### src/uhcs_defines.vh
`ifndef UHCS_DEFINES_VH
`define UHCS_DEFINES_VH
// ==========================================================
// channel indices and counts
`define UHCS_NCH 6
`define UHCS_NCH_W 4'h6
`define UHCS_CH_CTRL 3'h0
`define UHCS_CH_BOT 3'h1
// ==========================================================
// transaction types
`define UHCS_TT_SETUP 2'h0
`define UHCS_TT_IN 2'h1
`define UHCS_TT_OUT 2'h2
// ==========================================================
// link answers
`define UHCS_RSP_ACK 2'h0
`define UHCS_RSP_NAK 2'h1
`define UHCS_RSP_STALL 2'h2
`define UHCS_RSP_NONE 2'h3
// ==========================================================
// result codes
`define UHCS_RC_OK 3'h0
`define UHCS_RC_STALL 3'h1
`define UHCS_RC_RETRY 3'h2
`define UHCS_RC_NAK 3'h3
// ==========================================================
// retry limit and setup length
`define UHCS_RETRY_MAX 2'h3
`define UHCS_SETUP_LEN 7'h08
`define UHCS_EP0 4'h0
// ==========================================================
// flag bit positions
`define UHCS_F_TOTAL 0
`define UHCS_F_ACK 1
`define UHCS_F_ERR 2
`define UHCS_F_COND 3
// ==========================================================
// bulk-only phases
`define UHCS_BOT_CBW 2'h0
`define UHCS_BOT_DATA 2'h1
`define UHCS_BOT_CSW 2'h2
`endif

### src/uhcs_scheduler.v
// What this block does
// - pick one armed channel, check feasibility, run exactly one transaction
// - after each transaction, select the next armed channel in round-robin order and repeat
// - setting execute bit schedules the channel; transfer follows its configuration
// - single control channel serves all devices, one request at a time
// - bulk-only channel sequences command, data and status transport itself
// - status reported to firmware after every transaction
// - each channel has four flags and a result code
// - IN channel issues IN transactions whenever FIFO space is freed and frame time remains
// - OUT channel issues OUT transactions whenever FIFO holds valid data and frame time remains
// - SETUP runs only when enough frame time remains
// - SETUP data packet on the control channel is exactly eight bytes from setup registers
// - SETUP token goes to endpoint 0, then the data packet
// - SETUP acknowledge sets the acknowledged flag
// - no valid answer sets retry code, error flag, and retries
// - three consecutive failures clear execute and raise condition-changed in the same cycle
`include "uhcs_defines.vh"
module uhcs_scheduler (
    input wire i_ref_clk, // system clock
    input wire i_rst_n, // async reset, active low
    input wire i_ce, // clock enable
    input wire [5:0] i_exec_set, // pulse: firmware sets execute per channel
    input wire [5:0] i_exec_clr, // pulse: firmware clears execute per channel
    input wire [11:0] i_tt_sel, // transaction type per channel, 2 bits each
    input wire [6:0] i_func_addr, // control channel target address
    input wire [63:0] i_setup_bytes, // setup packet bytes, byte 0 in low bits
    input wire [5:0] i_fifo_ready, // per channel: space (IN) or data (OUT)
    input wire [5:0] i_total_done, // per channel: total length reached
    input wire i_frame_time_ok, // enough frame time remains
    input wire [23:0] i_flag_clr, // write-one-to-clear, 4 bits per channel
    input wire [23:0] i_flag_en, // interrupt enables, 4 bits per channel
    input wire i_bot_enable, // bulk-only automatic transport on
    output reg [5:0] o_xfer_execute, // execute bits
    output reg [23:0] o_flags, // sticky flags, 4 per channel
    output reg [17:0] o_result_code, // result code, 3 bits per channel
    output wire o_irq, // host interrupt
    output reg o_txn_start, // pulse: transaction to link
    output reg [2:0] o_txn_chan, // channel of current transaction
    output reg [1:0] o_txn_type, // token type
    output reg [6:0] o_txn_addr, // target address
    output reg [3:0] o_txn_ep, // target endpoint
    output reg [6:0] o_txn_len, // data length for setup
    output reg [63:0] o_txn_data, // setup payload
    input wire i_txn_done, // pulse: link finished
    input wire [1:0] i_txn_resp, // link answer code
    output reg [1:0] o_bot_phase // bulk-only transport phase
);
    // ==========================================================
    // reset synchroniser
    reg rst_s1_q;
    reg rst_s2_q;
    always @(posedge i_ref_clk or negedge i_rst_n) begin
        if (!i_rst_n) begin
            rst_s1_q <= 1'b0;
            rst_s2_q <= 1'b0;
        end else begin
            rst_s1_q <= 1'b1;
            rst_s2_q <= rst_s1_q;
        end
    end
    wire rst_n = rst_s2_q;

    // ==========================================================
    // helpers
    localparam ST_IDLE = 2'h0;
    localparam ST_CHECK = 2'h1;
    localparam ST_RUN = 2'h2;

    // next armed channel after last, round robin; the sum is kept four bits
    // wide so last + k cannot wrap past eight before the channel-count fold
    function [3:0] uhcs_pick;
        input [5:0] armed;
        input [2:0] last;
        integer k;
        reg [3:0] sum;
        reg [2:0] idx;
        reg found;
        begin
            uhcs_pick = 4'h0;
            found = 1'b0;
            for (k = 1; k <= `UHCS_NCH; k = k + 1) begin
                sum = {1'b0, last} + k[3:0];
                if (sum >= `UHCS_NCH_W)
                    sum = sum - `UHCS_NCH_W;
                idx = sum[2:0];
                if (!found && armed[idx]) begin
                    found = 1'b1;
                    uhcs_pick = {1'b1, idx};
                end
            end
        end
    endfunction

    // feasibility: setup needs frame time; in/out need fifo and frame time
    function uhcs_feasible;
        input [1:0] tt;
        input fifo_ok;
        input time_ok;
        begin
            if (tt == `UHCS_TT_SETUP)
                uhcs_feasible = time_ok;
            else
                uhcs_feasible = time_ok & fifo_ok;
        end
    endfunction

    // ==========================================================
    // scheduler state
    reg [1:0] state_q;
    reg [2:0] last_q;
    reg [2:0] cur_q;
    reg [11:0] retry_q;

    wire [3:0] pick = uhcs_pick(o_xfer_execute, last_q);
    wire [1:0] cur_tt = i_tt_sel[cur_q*2 +: 2];
    wire cur_fifo = i_fifo_ready[cur_q];
    wire cur_ok = uhcs_feasible(cur_tt, cur_fifo, i_frame_time_ok);
    wire [1:0] cur_retry = retry_q[cur_q*2 +: 2];
    wire fail = (i_txn_resp == `UHCS_RSP_NONE);
    wire last_fail = fail && (cur_retry + 2'h1 == `UHCS_RETRY_MAX);

    // events raised by the running transaction, in the current channel's bits only
    reg [23:0] flag_set;
    reg [5:0] exec_hw_clr;
    always @* begin
        flag_set = 24'h000000;
        exec_hw_clr = 6'h00;
        if (state_q == ST_RUN && i_txn_done) begin
            if (i_txn_resp == `UHCS_RSP_ACK)
                flag_set[cur_q*4 + `UHCS_F_ACK] = 1'b1;
            if (fail)
                flag_set[cur_q*4 + `UHCS_F_ERR] = 1'b1;
            if (last_fail || i_txn_resp == `UHCS_RSP_STALL) begin
                flag_set[cur_q*4 + `UHCS_F_COND] = 1'b1;
                exec_hw_clr[cur_q] = 1'b1;
            end
            if (i_txn_resp == `UHCS_RSP_ACK && i_total_done[cur_q])
                flag_set[cur_q*4 + `UHCS_F_TOTAL] = 1'b1;
        end
    end

    // ==========================================================
    // execute bits and sticky flags; set wins over clear
    genvar g;
    generate
        for (g = 0; g < `UHCS_NCH; g = g + 1) begin : g_ch
            always @(posedge i_ref_clk or negedge rst_n) begin
                if (!rst_n) begin
                    o_xfer_execute[g] <= 1'b0;
                end else if (i_ce) begin
                    if (i_exec_set[g])
                        o_xfer_execute[g] <= 1'b1;
                    else if (i_exec_clr[g] || exec_hw_clr[g])
                        o_xfer_execute[g] <= 1'b0;
                end
            end
            always @(posedge i_ref_clk or negedge rst_n) begin
                if (!rst_n) begin
                    o_flags[g*4 +: 4] <= 4'h0;
                end else if (i_ce) begin
                    o_flags[g*4 +: 4] <= (o_flags[g*4 +: 4] & ~i_flag_clr[g*4 +: 4])
                        | flag_set[g*4 +: 4];
                end
            end
        end
    endgenerate

    assign o_irq = |(o_flags & i_flag_en);

    // ==========================================================
    // scheduler: select, check, run one transaction
    always @(posedge i_ref_clk or negedge rst_n) begin
        if (!rst_n) begin
            state_q <= ST_IDLE;
            last_q <= 3'h5;
            cur_q <= 3'h0;
            retry_q <= 12'h000;
            o_result_code <= 18'h00000;
            o_txn_start <= 1'b0;
            o_txn_chan <= 3'h0;
            o_txn_type <= 2'h0;
            o_txn_addr <= 7'h00;
            o_txn_ep <= 4'h0;
            o_txn_len <= 7'h00;
            o_txn_data <= 64'h0;
            o_bot_phase <= `UHCS_BOT_CBW;
        end else if (i_ce) begin
            o_txn_start <= 1'b0;
            case (state_q)
                ST_IDLE: begin
                    if (pick[3]) begin
                        cur_q <= pick[2:0];
                        state_q <= ST_CHECK;
                    end
                end
                ST_CHECK: begin
                    last_q <= cur_q;
                    if (!o_xfer_execute[cur_q]) begin
                        state_q <= ST_IDLE;
                    end else if (cur_ok) begin
                        // only a feasible transfer is launched
                        o_txn_start <= 1'b1;
                        o_txn_chan <= cur_q;
                        o_txn_type <= cur_tt;
                        if (cur_q == `UHCS_CH_CTRL) begin
                            o_txn_addr <= i_func_addr;
                            o_txn_ep <= `UHCS_EP0;
                            o_txn_len <= `UHCS_SETUP_LEN;
                            o_txn_data <= i_setup_bytes;
                        end else begin
                            o_txn_addr <= 7'h00;
                            o_txn_ep <= 4'h0;
                            o_txn_len <= 7'h00;
                            o_txn_data <= 64'h0;
                        end
                        state_q <= ST_RUN;
                    end else begin
                        state_q <= ST_IDLE; // try the next armed channel
                    end
                end
                ST_RUN: begin
                    if (i_txn_done) begin
                        state_q <= ST_IDLE;
                        case (i_txn_resp)
                            `UHCS_RSP_ACK: begin
                                retry_q[cur_q*2 +: 2] <= 2'h0;
                                o_result_code[cur_q*3 +: 3] <= `UHCS_RC_OK;
                            end
                            `UHCS_RSP_NAK: begin
                                retry_q[cur_q*2 +: 2] <= 2'h0;
                                o_result_code[cur_q*3 +: 3] <= `UHCS_RC_NAK;
                            end
                            `UHCS_RSP_STALL: begin
                                retry_q[cur_q*2 +: 2] <= 2'h0;
                                o_result_code[cur_q*3 +: 3] <= `UHCS_RC_STALL;
                            end
                            default: begin
                                o_result_code[cur_q*3 +: 3] <= `UHCS_RC_RETRY;
                                retry_q[cur_q*2 +: 2] <= last_fail ? 2'h0
                                    : cur_retry + 2'h1;
                            end
                        endcase
                        // bulk-only transport steps on an acknowledged phase end
                        if (cur_q == `UHCS_CH_BOT && i_bot_enable
                                && i_txn_resp == `UHCS_RSP_ACK) begin
                            case (o_bot_phase)
                                `UHCS_BOT_CBW: o_bot_phase <= `UHCS_BOT_DATA;
                                `UHCS_BOT_DATA: begin
                                    if (i_total_done[cur_q])
                                        o_bot_phase <= `UHCS_BOT_CSW;
                                end
                                `UHCS_BOT_CSW: o_bot_phase <= `UHCS_BOT_CBW;
                                default: o_bot_phase <= `UHCS_BOT_CBW;
                            endcase
                        end
                        if (cur_q == `UHCS_CH_BOT && exec_hw_clr[cur_q])
                            o_bot_phase <= `UHCS_BOT_CBW;
                    end
                end
                default: state_q <= ST_IDLE;
            endcase
            // with automatic transport off the phase rests at command stage
            if (!i_bot_enable)
                o_bot_phase <= `UHCS_BOT_CBW;
        end
    end
endmodule // uhcs_scheduler

### config.mk
export PLATFORM = sky130hd
export DESIGN_NAME = uhcs_scheduler
export DESIGN_NICKNAME = d
export VERILOG_FILES = /design/src/uhcs_scheduler.v
export VERILOG_INCLUDE_DIRS = /design/src
export SDC_FILE = /design/constraint.sdc
export NUM_CORES = 1
export LEC_CHECK = 0
export ABC_AREA = 1
export BUFFER_PORTS_ARGS = -buffer_cell sky130_fd_sc_hd__buf_2
export CAP_MARGIN = 0
export CELL_PAD_IN_SITES_DETAIL_PLACEMENT = 0
export CELL_PAD_IN_SITES_GLOBAL_PLACEMENT = 1
export CORE_MARGIN = 2
export CORE_UTILIZATION = 30
export DETAILED_ROUTE_END_ITERATION = 7
export GPL_TIMING_DRIVEN = 0
export HOLD_SLACK_MARGIN = 0.03
export PLACE_DENSITY = 0.75
export RECOVER_POWER = 25
export REMOVE_ABC_BUFFERS = 1
export SLEW_MARGIN = 25
export SYNTH_ARGS = -nofsm -noshare
export SYNTH_HDL_FRONTEND = slang
export SYNTH_SLANG_ARGS = --single-unit
export TNS_END_PERCENT = 20
### constraint.sdc
create_clock -name i_ref_clk -period 5.35 [get_ports i_ref_clk]
set_input_delay 1.605 -clock i_ref_clk [delete_from_list [all_inputs] [get_ports i_ref_clk]]
set_output_delay 1.605 -clock i_ref_clk [all_outputs]
set_load 0.05 [all_outputs]
==> flow_summary.yaml, run 1 <==
status:
  status: "complete, but fails checks"
  violations: "max-capacitance violations, max-slew violations"
power:
  total_power_mw: 6.616
  switchingPower_mw: 3.502
  p_per_area_nw_per_um2: 668.9
  p_sw_frac: 0.5292
  p_comb_frac: 0.538
  clkPwrFrac: 0.191
  power_frac_seq: 0.271
  intPower_mw: 3.115
  p_leak_nw: 5.579
  peakVddDrop_uv: 377.9
critical_path:
  reg2reg_to: "o_txn_data[21]"
  reg2reg_slack_ps: 1960
  worstRegToRegCells: 14
  critPathRequiredTime_ps: 3740
  r2r-start: "cur_q[1]"
  cp_max_fo: 1
  cp.arrival_ps: 2750
  start_kind: "primary input"
  end_kind: "primary output"
  critical_path_class: "primary input to primary output"
  crit_start: "i_flag_en[6]"
placed_design:
  place.port_buffers: 291
  gp_congestion: 0.8363
  pre_cts_ws_ps: 757.3
  place_inst: 1513
  dpl.hpwl_um: 18930
cts:
  cts_buffers: 17
  cts_resized: 0
  postCtsHoldBufs: 0
  postCtsSetupRepairBufs: 0
  insertion_delay_ps: 420
  clk_path_buf_depth: 2
  htreeDepth: 4
  cts_sinks: 150
  cts_tree: "done"
  cts_root_buffer: "clkbuf_16"
  path_clk_slew_ps: 70
synthesis:
  synth_edf_count: 0
  ys_top_cells_by_area: "dfrtp_1, nand2_1, nand3_1, o21ai_0, ha_1"
  synth.cell_area_sq_um: 7475
  yosysSeqAreaShare: 0.5025
  yosys.area.top_type: "dfrtp_1"
  ys.flop_type: "dfrtp_1"
  netlist_instances: 924
  yosys_register_bits: 150
  avgSynthCellArea_sq_um: 8.089
  synthDominantCellAreaShare: 0.4955
  ys_types: 44
  ys_warn_count: 0
  synth-async-reset-ratio: 1.000
detailed_routing:
  viasPerCell: 4.683
  wl_per_cell_um: 16.41
  drt_iter0_markers: 343
  drt-total-wl_um: 25340
  first_pass_iters: 4
  drc: 0
  dr_total_vias: 7231
  ant_nets: 0
final_layout:
  instances_no_fill: 1544
  syn2layout_area_growth_pct: 32.32
  multi_input_area_sq_um: 3234
  nets: 1389
  seq_area_sq_um: 3756
  diodes: 0
  nFillCells: 2609
  fin_util: 0.4055
  layout-drive-gt1-share: 0.2844
sta:
  fmax_mhz: 229.5
  fin_skew_ps: 15.78
  grt_setup_unrepaired: "false"
  fin_crit_ps: 4358
  drv_slew: 93
  setup_violations: 0
  worstMarginPinSlew_ps: 2750
  hold_violations: 0
  setup_slack_ps: 992.0
  fin_crit_sh: 0.8146
  max_slew_margin: -0.8331
floorplanning:
  io_pins: 302
  die_area_sq_um: 26190
  start_util: 0.3065
  die_y_um: 161.8
  die_width_um: 161.8
  core_sq_um: 24390
  row_count: 57
min_path:
  hp-class: "flip-flop to asynchronous set/reset pin"
grt:
  grt_max_degree: 57
  grt_pass1_vias: 7014
  grt_antenna_before_repair: 0
  grt_usage: 0.1939
  grt_pass1_wl_um: 39260
  grt-ovfl-total: 0
run:
  drv_cap: 2
-- metrics by stage --
step                hold slack (ps)  cell area, sq um  setup TNS (ps)
finish                        254.7              9891               0
global route                  327.8              9891               0
CTS                           211.9              9943               0
detailed placement            212.6              9338               0
global placement              336.5              9106         -199790
floorplan                     331.2              7244               0
-- power by group through the flow --
stage | registers [mW] | logic (mW) | clock network, mW
floorplan | 3.01 | 1.32 | 0
global placement | 1.82 | 3.46 | 0
detailed placement | 1.80 | 3.59 | 0
CTS | 1.80 | 3.59 | 1.31
global route | 1.85 | 3.89 | 1.36
finish | 1.79 | 3.56 | 1.26
-- metal layers --
metal / global-route usage / wire length, um / up-vias
met1: 0.2481 / 10960 / 3366
met4: 0.03500 / 111 / 0
li1: - / - / 3586
met2: 0.3219 / 11970 / 273
met5: 0 / 0 / -
met3: 0.06665 / 2301 / 6
-- worst max path at each step --
stage | endpoint
floorplan | cur_q[0]
global placement | o_flags[13]
detailed placement | retry_q[0]
CTS | o_irq
global route | o_irq
finish | o_irq
-- layout make-up --
| class | instances | area share |
|---|---|---|
| multi-input combinational | 669 | 0.3270 |
| clock inverter | 14 | 0.01822 |
| tap | 324 | 0.04099 |
| sequential | 150 | 0.3798 |
| inverter | 71 | 0.02720 |
| timing repair buffer | 299 | 0.1638 |
| clock buffer | 17 | 0.04301 |
-- flip-flops by register name (all words and copies together) (netlist names), 2 cells and up --
| signal | flops |
|---|---|
| o_txn_chan | 3 |
| state_q | 2 |
| o_txn_data | 64 |
| o_xfer_execute | 6 |
| o_txn_addr | 7 |
| o_result_code | 18 |
| retry_q | 12 |
| last_q | 3 |
| cur_q | 3 |
| o_txn_type | 2 |
| o_bot_phase | 2 |
| o_flags | 24 |
-- kinds of logic after synthesis --
family,after synthesis,share of synthesized area
xor+xnor,1,0.001172
mux,1,0.001339
compound gates,103,0.08621
buf+inv,114,0.07098
other cells,2,0.001005
simple gates,535,0.3067
flops,150,0.5025
fa+ha+maj,18,0.03013
-- synthesized netlist by cell type (2+ instances only) --
cell	n
nor2_1	27
and2_1	4
nand2_1	344
buf_4	10
buf_2	10
nor4_1	2
nand3_2	3
buf_6	7
nor3_1	10
inv_2	10
a22oi_1	3
o32ai_1	2
a211oi_1	2
dfstp_2	2
a21oi_1	12
ha_1	18
clkbuf_1	13
nand4_1	17
a22o_1	5
o21ai_0	52
conb_1	2
nand3_1	117
o22ai_1	5
a32o_1	5
nand3b_1	6
buf_1	3
a221oi_1	7
dfrtp_1	148
inv_1	60
o2bb2ai_1	4
-- critical path, cell delays in order --
cell and delay [ps]:
buf_2 100, a22o_1 280, a221oi_1 260, nand4_1 110
nand3b_1 160, buf_2 240
-- cell usage in the layout, fill, tap and decap left out, drive strengths merged, types with 2 or more instances in the layout --
cell | synthesis | routed
dfrtp | 148 | 148
dfstp | 2 | 2
bufinv | 0 | 2
nor3 | 11 | 11
nor4 | 2 | 2
a22oi | 3 | 3
o22ai | 5 | 5
o32ai | 2 | 2
a221oi | 7 | 7
nand2 | 345 | 345
nor2 | 29 | 29
a22o | 5 | 5
inv | 70 | 80
and2 | 4 | 4
clkinv | 1 | 3
o2bb2ai | 4 | 4
clkbuf | 13 | 20
buf | 30 | 296
nand4 | 17 | 17
o21ai | 53 | 53
a21oi | 12 | 12
nand3b | 6 | 6
ha | 18 | 18
nand3 | 120 | 120
conb | 2 | 11
a211oi | 2 | 2
a32o | 5 | 5
Power figures use the tool's default switching activity.
==> run 2, diff against run 1 <==
PLACE_DENSITY = 0.78   (was 0.75)
clock period = 3.8 ns   (was 5.35 ns; I/O delays follow)
==> run 2 against run 1 <==
The run still ends with max-capacitance violations, max-slew violations left; highest routed layer is now met5; sequential share of layout area increased by 0.20 points; via count increased by 0.50%; sequential cell count stayed put; combinational power is 39% higher; register-to-register slack worse by 1600 ps; cell count stayed put; count of clock-buffer cells in the layout increased by 1; routed wire length down 2.4%; first-iteration DRC count is 1.2% lower; global-route usage fell by 0.89 points; critical endpoint is now retry_q[2]; clock power up 37%; sequential power grew 41%.
==> flow_summary.yaml, run 2 (synthesis gave the netlist of run 1 again) <==
sta:
  worstMarginPinSlew_ps: 1938
  setup_violations: 0
  fmax_mhz: 287.6
  fin_crit_ps: 3477
  fin_crit_sh: 0.9150
  hold_violations: 0
  fin_setup_tns_ps: 0
  max_slew_margin: -0.2922
  grt_setup_unrepaired: "false"
  drv_slew: 39
  fin_skew_ps: 13.00
critical_path:
  cp_max_fo: 49
  cp_cell_sequence: "buf_2 -> inv_2 -> nor2_1 -> inv_1 -> nor3_1 -> inv_1 -> nor2_1 -> nand2_1 -> o32ai_1"
  critPathRequiredTime_ps: 4110
  max_stage_delay_ps: 640
  start_kind: "primary input"
  end_kind: "flip-flop"
  r2r-start: "cur_q[1]"
  reg2reg_slack_ps: 380
  reg2reg_to: "o_bot_phase[1]"
  critical_path_class: "primary input to flip-flop"
  slowest_stage: "buf_2"
  cp.arrival_ps: 3790
  worstRegToRegCells: 13
cts:
  postCtsSetupRepairBufs: 0
  cts_tree: "done"
  htreeDepth: 4
  cts_root_buffer: "clkbuf_16"
  insertion_delay_ps: 420
  clk_path_buf_depth: 2
  cts_sinks: 150
  path_clk_slew_ps: 70
  cts_buffers: 17
  cts_resized: 0
  postCtsHoldBufs: 0
grt:
  grt_pass1_wl_um: 37830
  grt-ovfl-total: 0
  grt_pass1_vias: 6916
  grt_usage: 0.1849
  grt_antenna_before_repair: 2
  grt_max_degree: 66
final_layout:
  largest_reg_flops: 64
  seq_area_sq_um: 3756
  instances_no_fill: 1544
  final_common_cell: "nand2_1"
  diodes: 0
  syn2layout_area_growth_pct: 31.64
  nFillCells: 2496
  multi_input_area_sq_um: 3234
  layout-drive-gt1-share: 0.2852
  reg.largest.list: "o_txn_data: 64 flops, o_flags: 24 flops, o_result_code: 18 flops"
  nets: 1388
  regMostFlops: "o_txn_data"
  layout_common_cells: "nand2_1, buf_2, dfrtp_1"
detailed_routing:
  drc: 0
  first_pass_iters: 5
  viasPerCell: 4.707
  drt-total-wl_um: 24720
  dr_total_vias: 7267
  wl_per_cell_um: 16.01
  ant_nets: 0
  drt_iter0_markers: 339
placed_design:
  dpl.hpwl_um: 18350
  gp_congestion: 0.8580
  place.port_buffers: 291
  place_inst: 1512
power:
  p_leak_nw: 5.560
  intPower_mw: 4.269
  p_sw_frac: 0.5360
  p_per_area_nw_per_um2: 935.0
  p_comb_frac: 0.538
  clkPwrFrac: 0.187
  peakVddDrop_uv: 498.4
  switchingPower_mw: 4.931
  power_frac_seq: 0.275
status:
  status: "complete, but fails checks"
  violations: "max-capacitance violations, max-slew violations"
floorplanning:
  core_sq_um: 24390
  die_width_um: 161.8
  row_count: 57
  io_pins: 302
  die_area_sq_um: 26190
  start_util: 0.3065
  die_y_um: 161.8
run:
  drv_cap: 1
min_path:
  hp-start: "rst_s1_q"
  hold_depth: 0
  hp-class: "flip-flop to flip-flop"
  hold_end: "rst_n"
run 2: metal layers:
layer | share of wire | vias to the layer above | track usage
met5 | 0.0011 | - | 0
met4 | 0.010 | 4 | 0.03580
met3 | 0.097 | 24 | 0.06563
met2 | 0.46 | 308 | 0.3033
met1 | 0.43 | 3345 | 0.2375
li1 | - | 3586 | -
run 2: final cells by class:
class,instances,area share
clock buffers,18,0.04463
clock inverters,14,0.01526
inverters,71,0.02734
multi-input cells,669,0.3287
flip-flops and latches,150,0.3817
well taps,324,0.04120
repair buffers,298,0.1611
run 2: power groups by stage:
stage	Combinational [mW]	Clock [mW]	Sequential, mW
after CTS	4.99	1.76	2.53
after global placement	4.84	0	2.56
after floorplan	1.86	0	4.23
after detailed placement	4.98	0	2.53
after global routing	5.39	1.83	2.60
final	4.95	1.72	2.53
run 2: per-stage QoR:
step	power (mW)	setup slack [ps]	util	instance area (sq um)	hold slack, ps
2_1_floorplan	6.090	-685.4	-	7244	331.2
3_3_place_gp	7.401	-2712	0.3733	9106	336.0
3_5_place_dp	7.516	-90.02	0.3808	9288	284.3
4_1_cts	9.283	269.4	0.4049	9877	280.9
5_1_grt	9.820	10.26	0.4034	9839	386.1
6_report	9.200	322.9	0.4034	9839	370.6
run 2: worst max-delay path, delay by kind of cell:
kind | cells | cell delay (ps)
AO/OA/AOI/OAI | 1 | 290
buffers and inverters | 4 | 1220
AND/OR/NAND/NOR | 4 | 1110
run 2: worst max path at each step:
| stage | start | endpoint | slack [ps] |
|---|---|---|---|
| 6_report | i_ce | retry_q[2] | 320 |
| 3_3_place_gp | rst_n | o_txn_type[1] | -2710 |
| 5_1_grt | i_ce | retry_q[2] | 10 |
| 2_1_floorplan | rst_n | cur_q[0] | -690 |
| 3_5_place_dp | i_ce | retry_q[2] | -90 |
| 4_1_cts | i_flag_en[19] | o_irq | 270 |
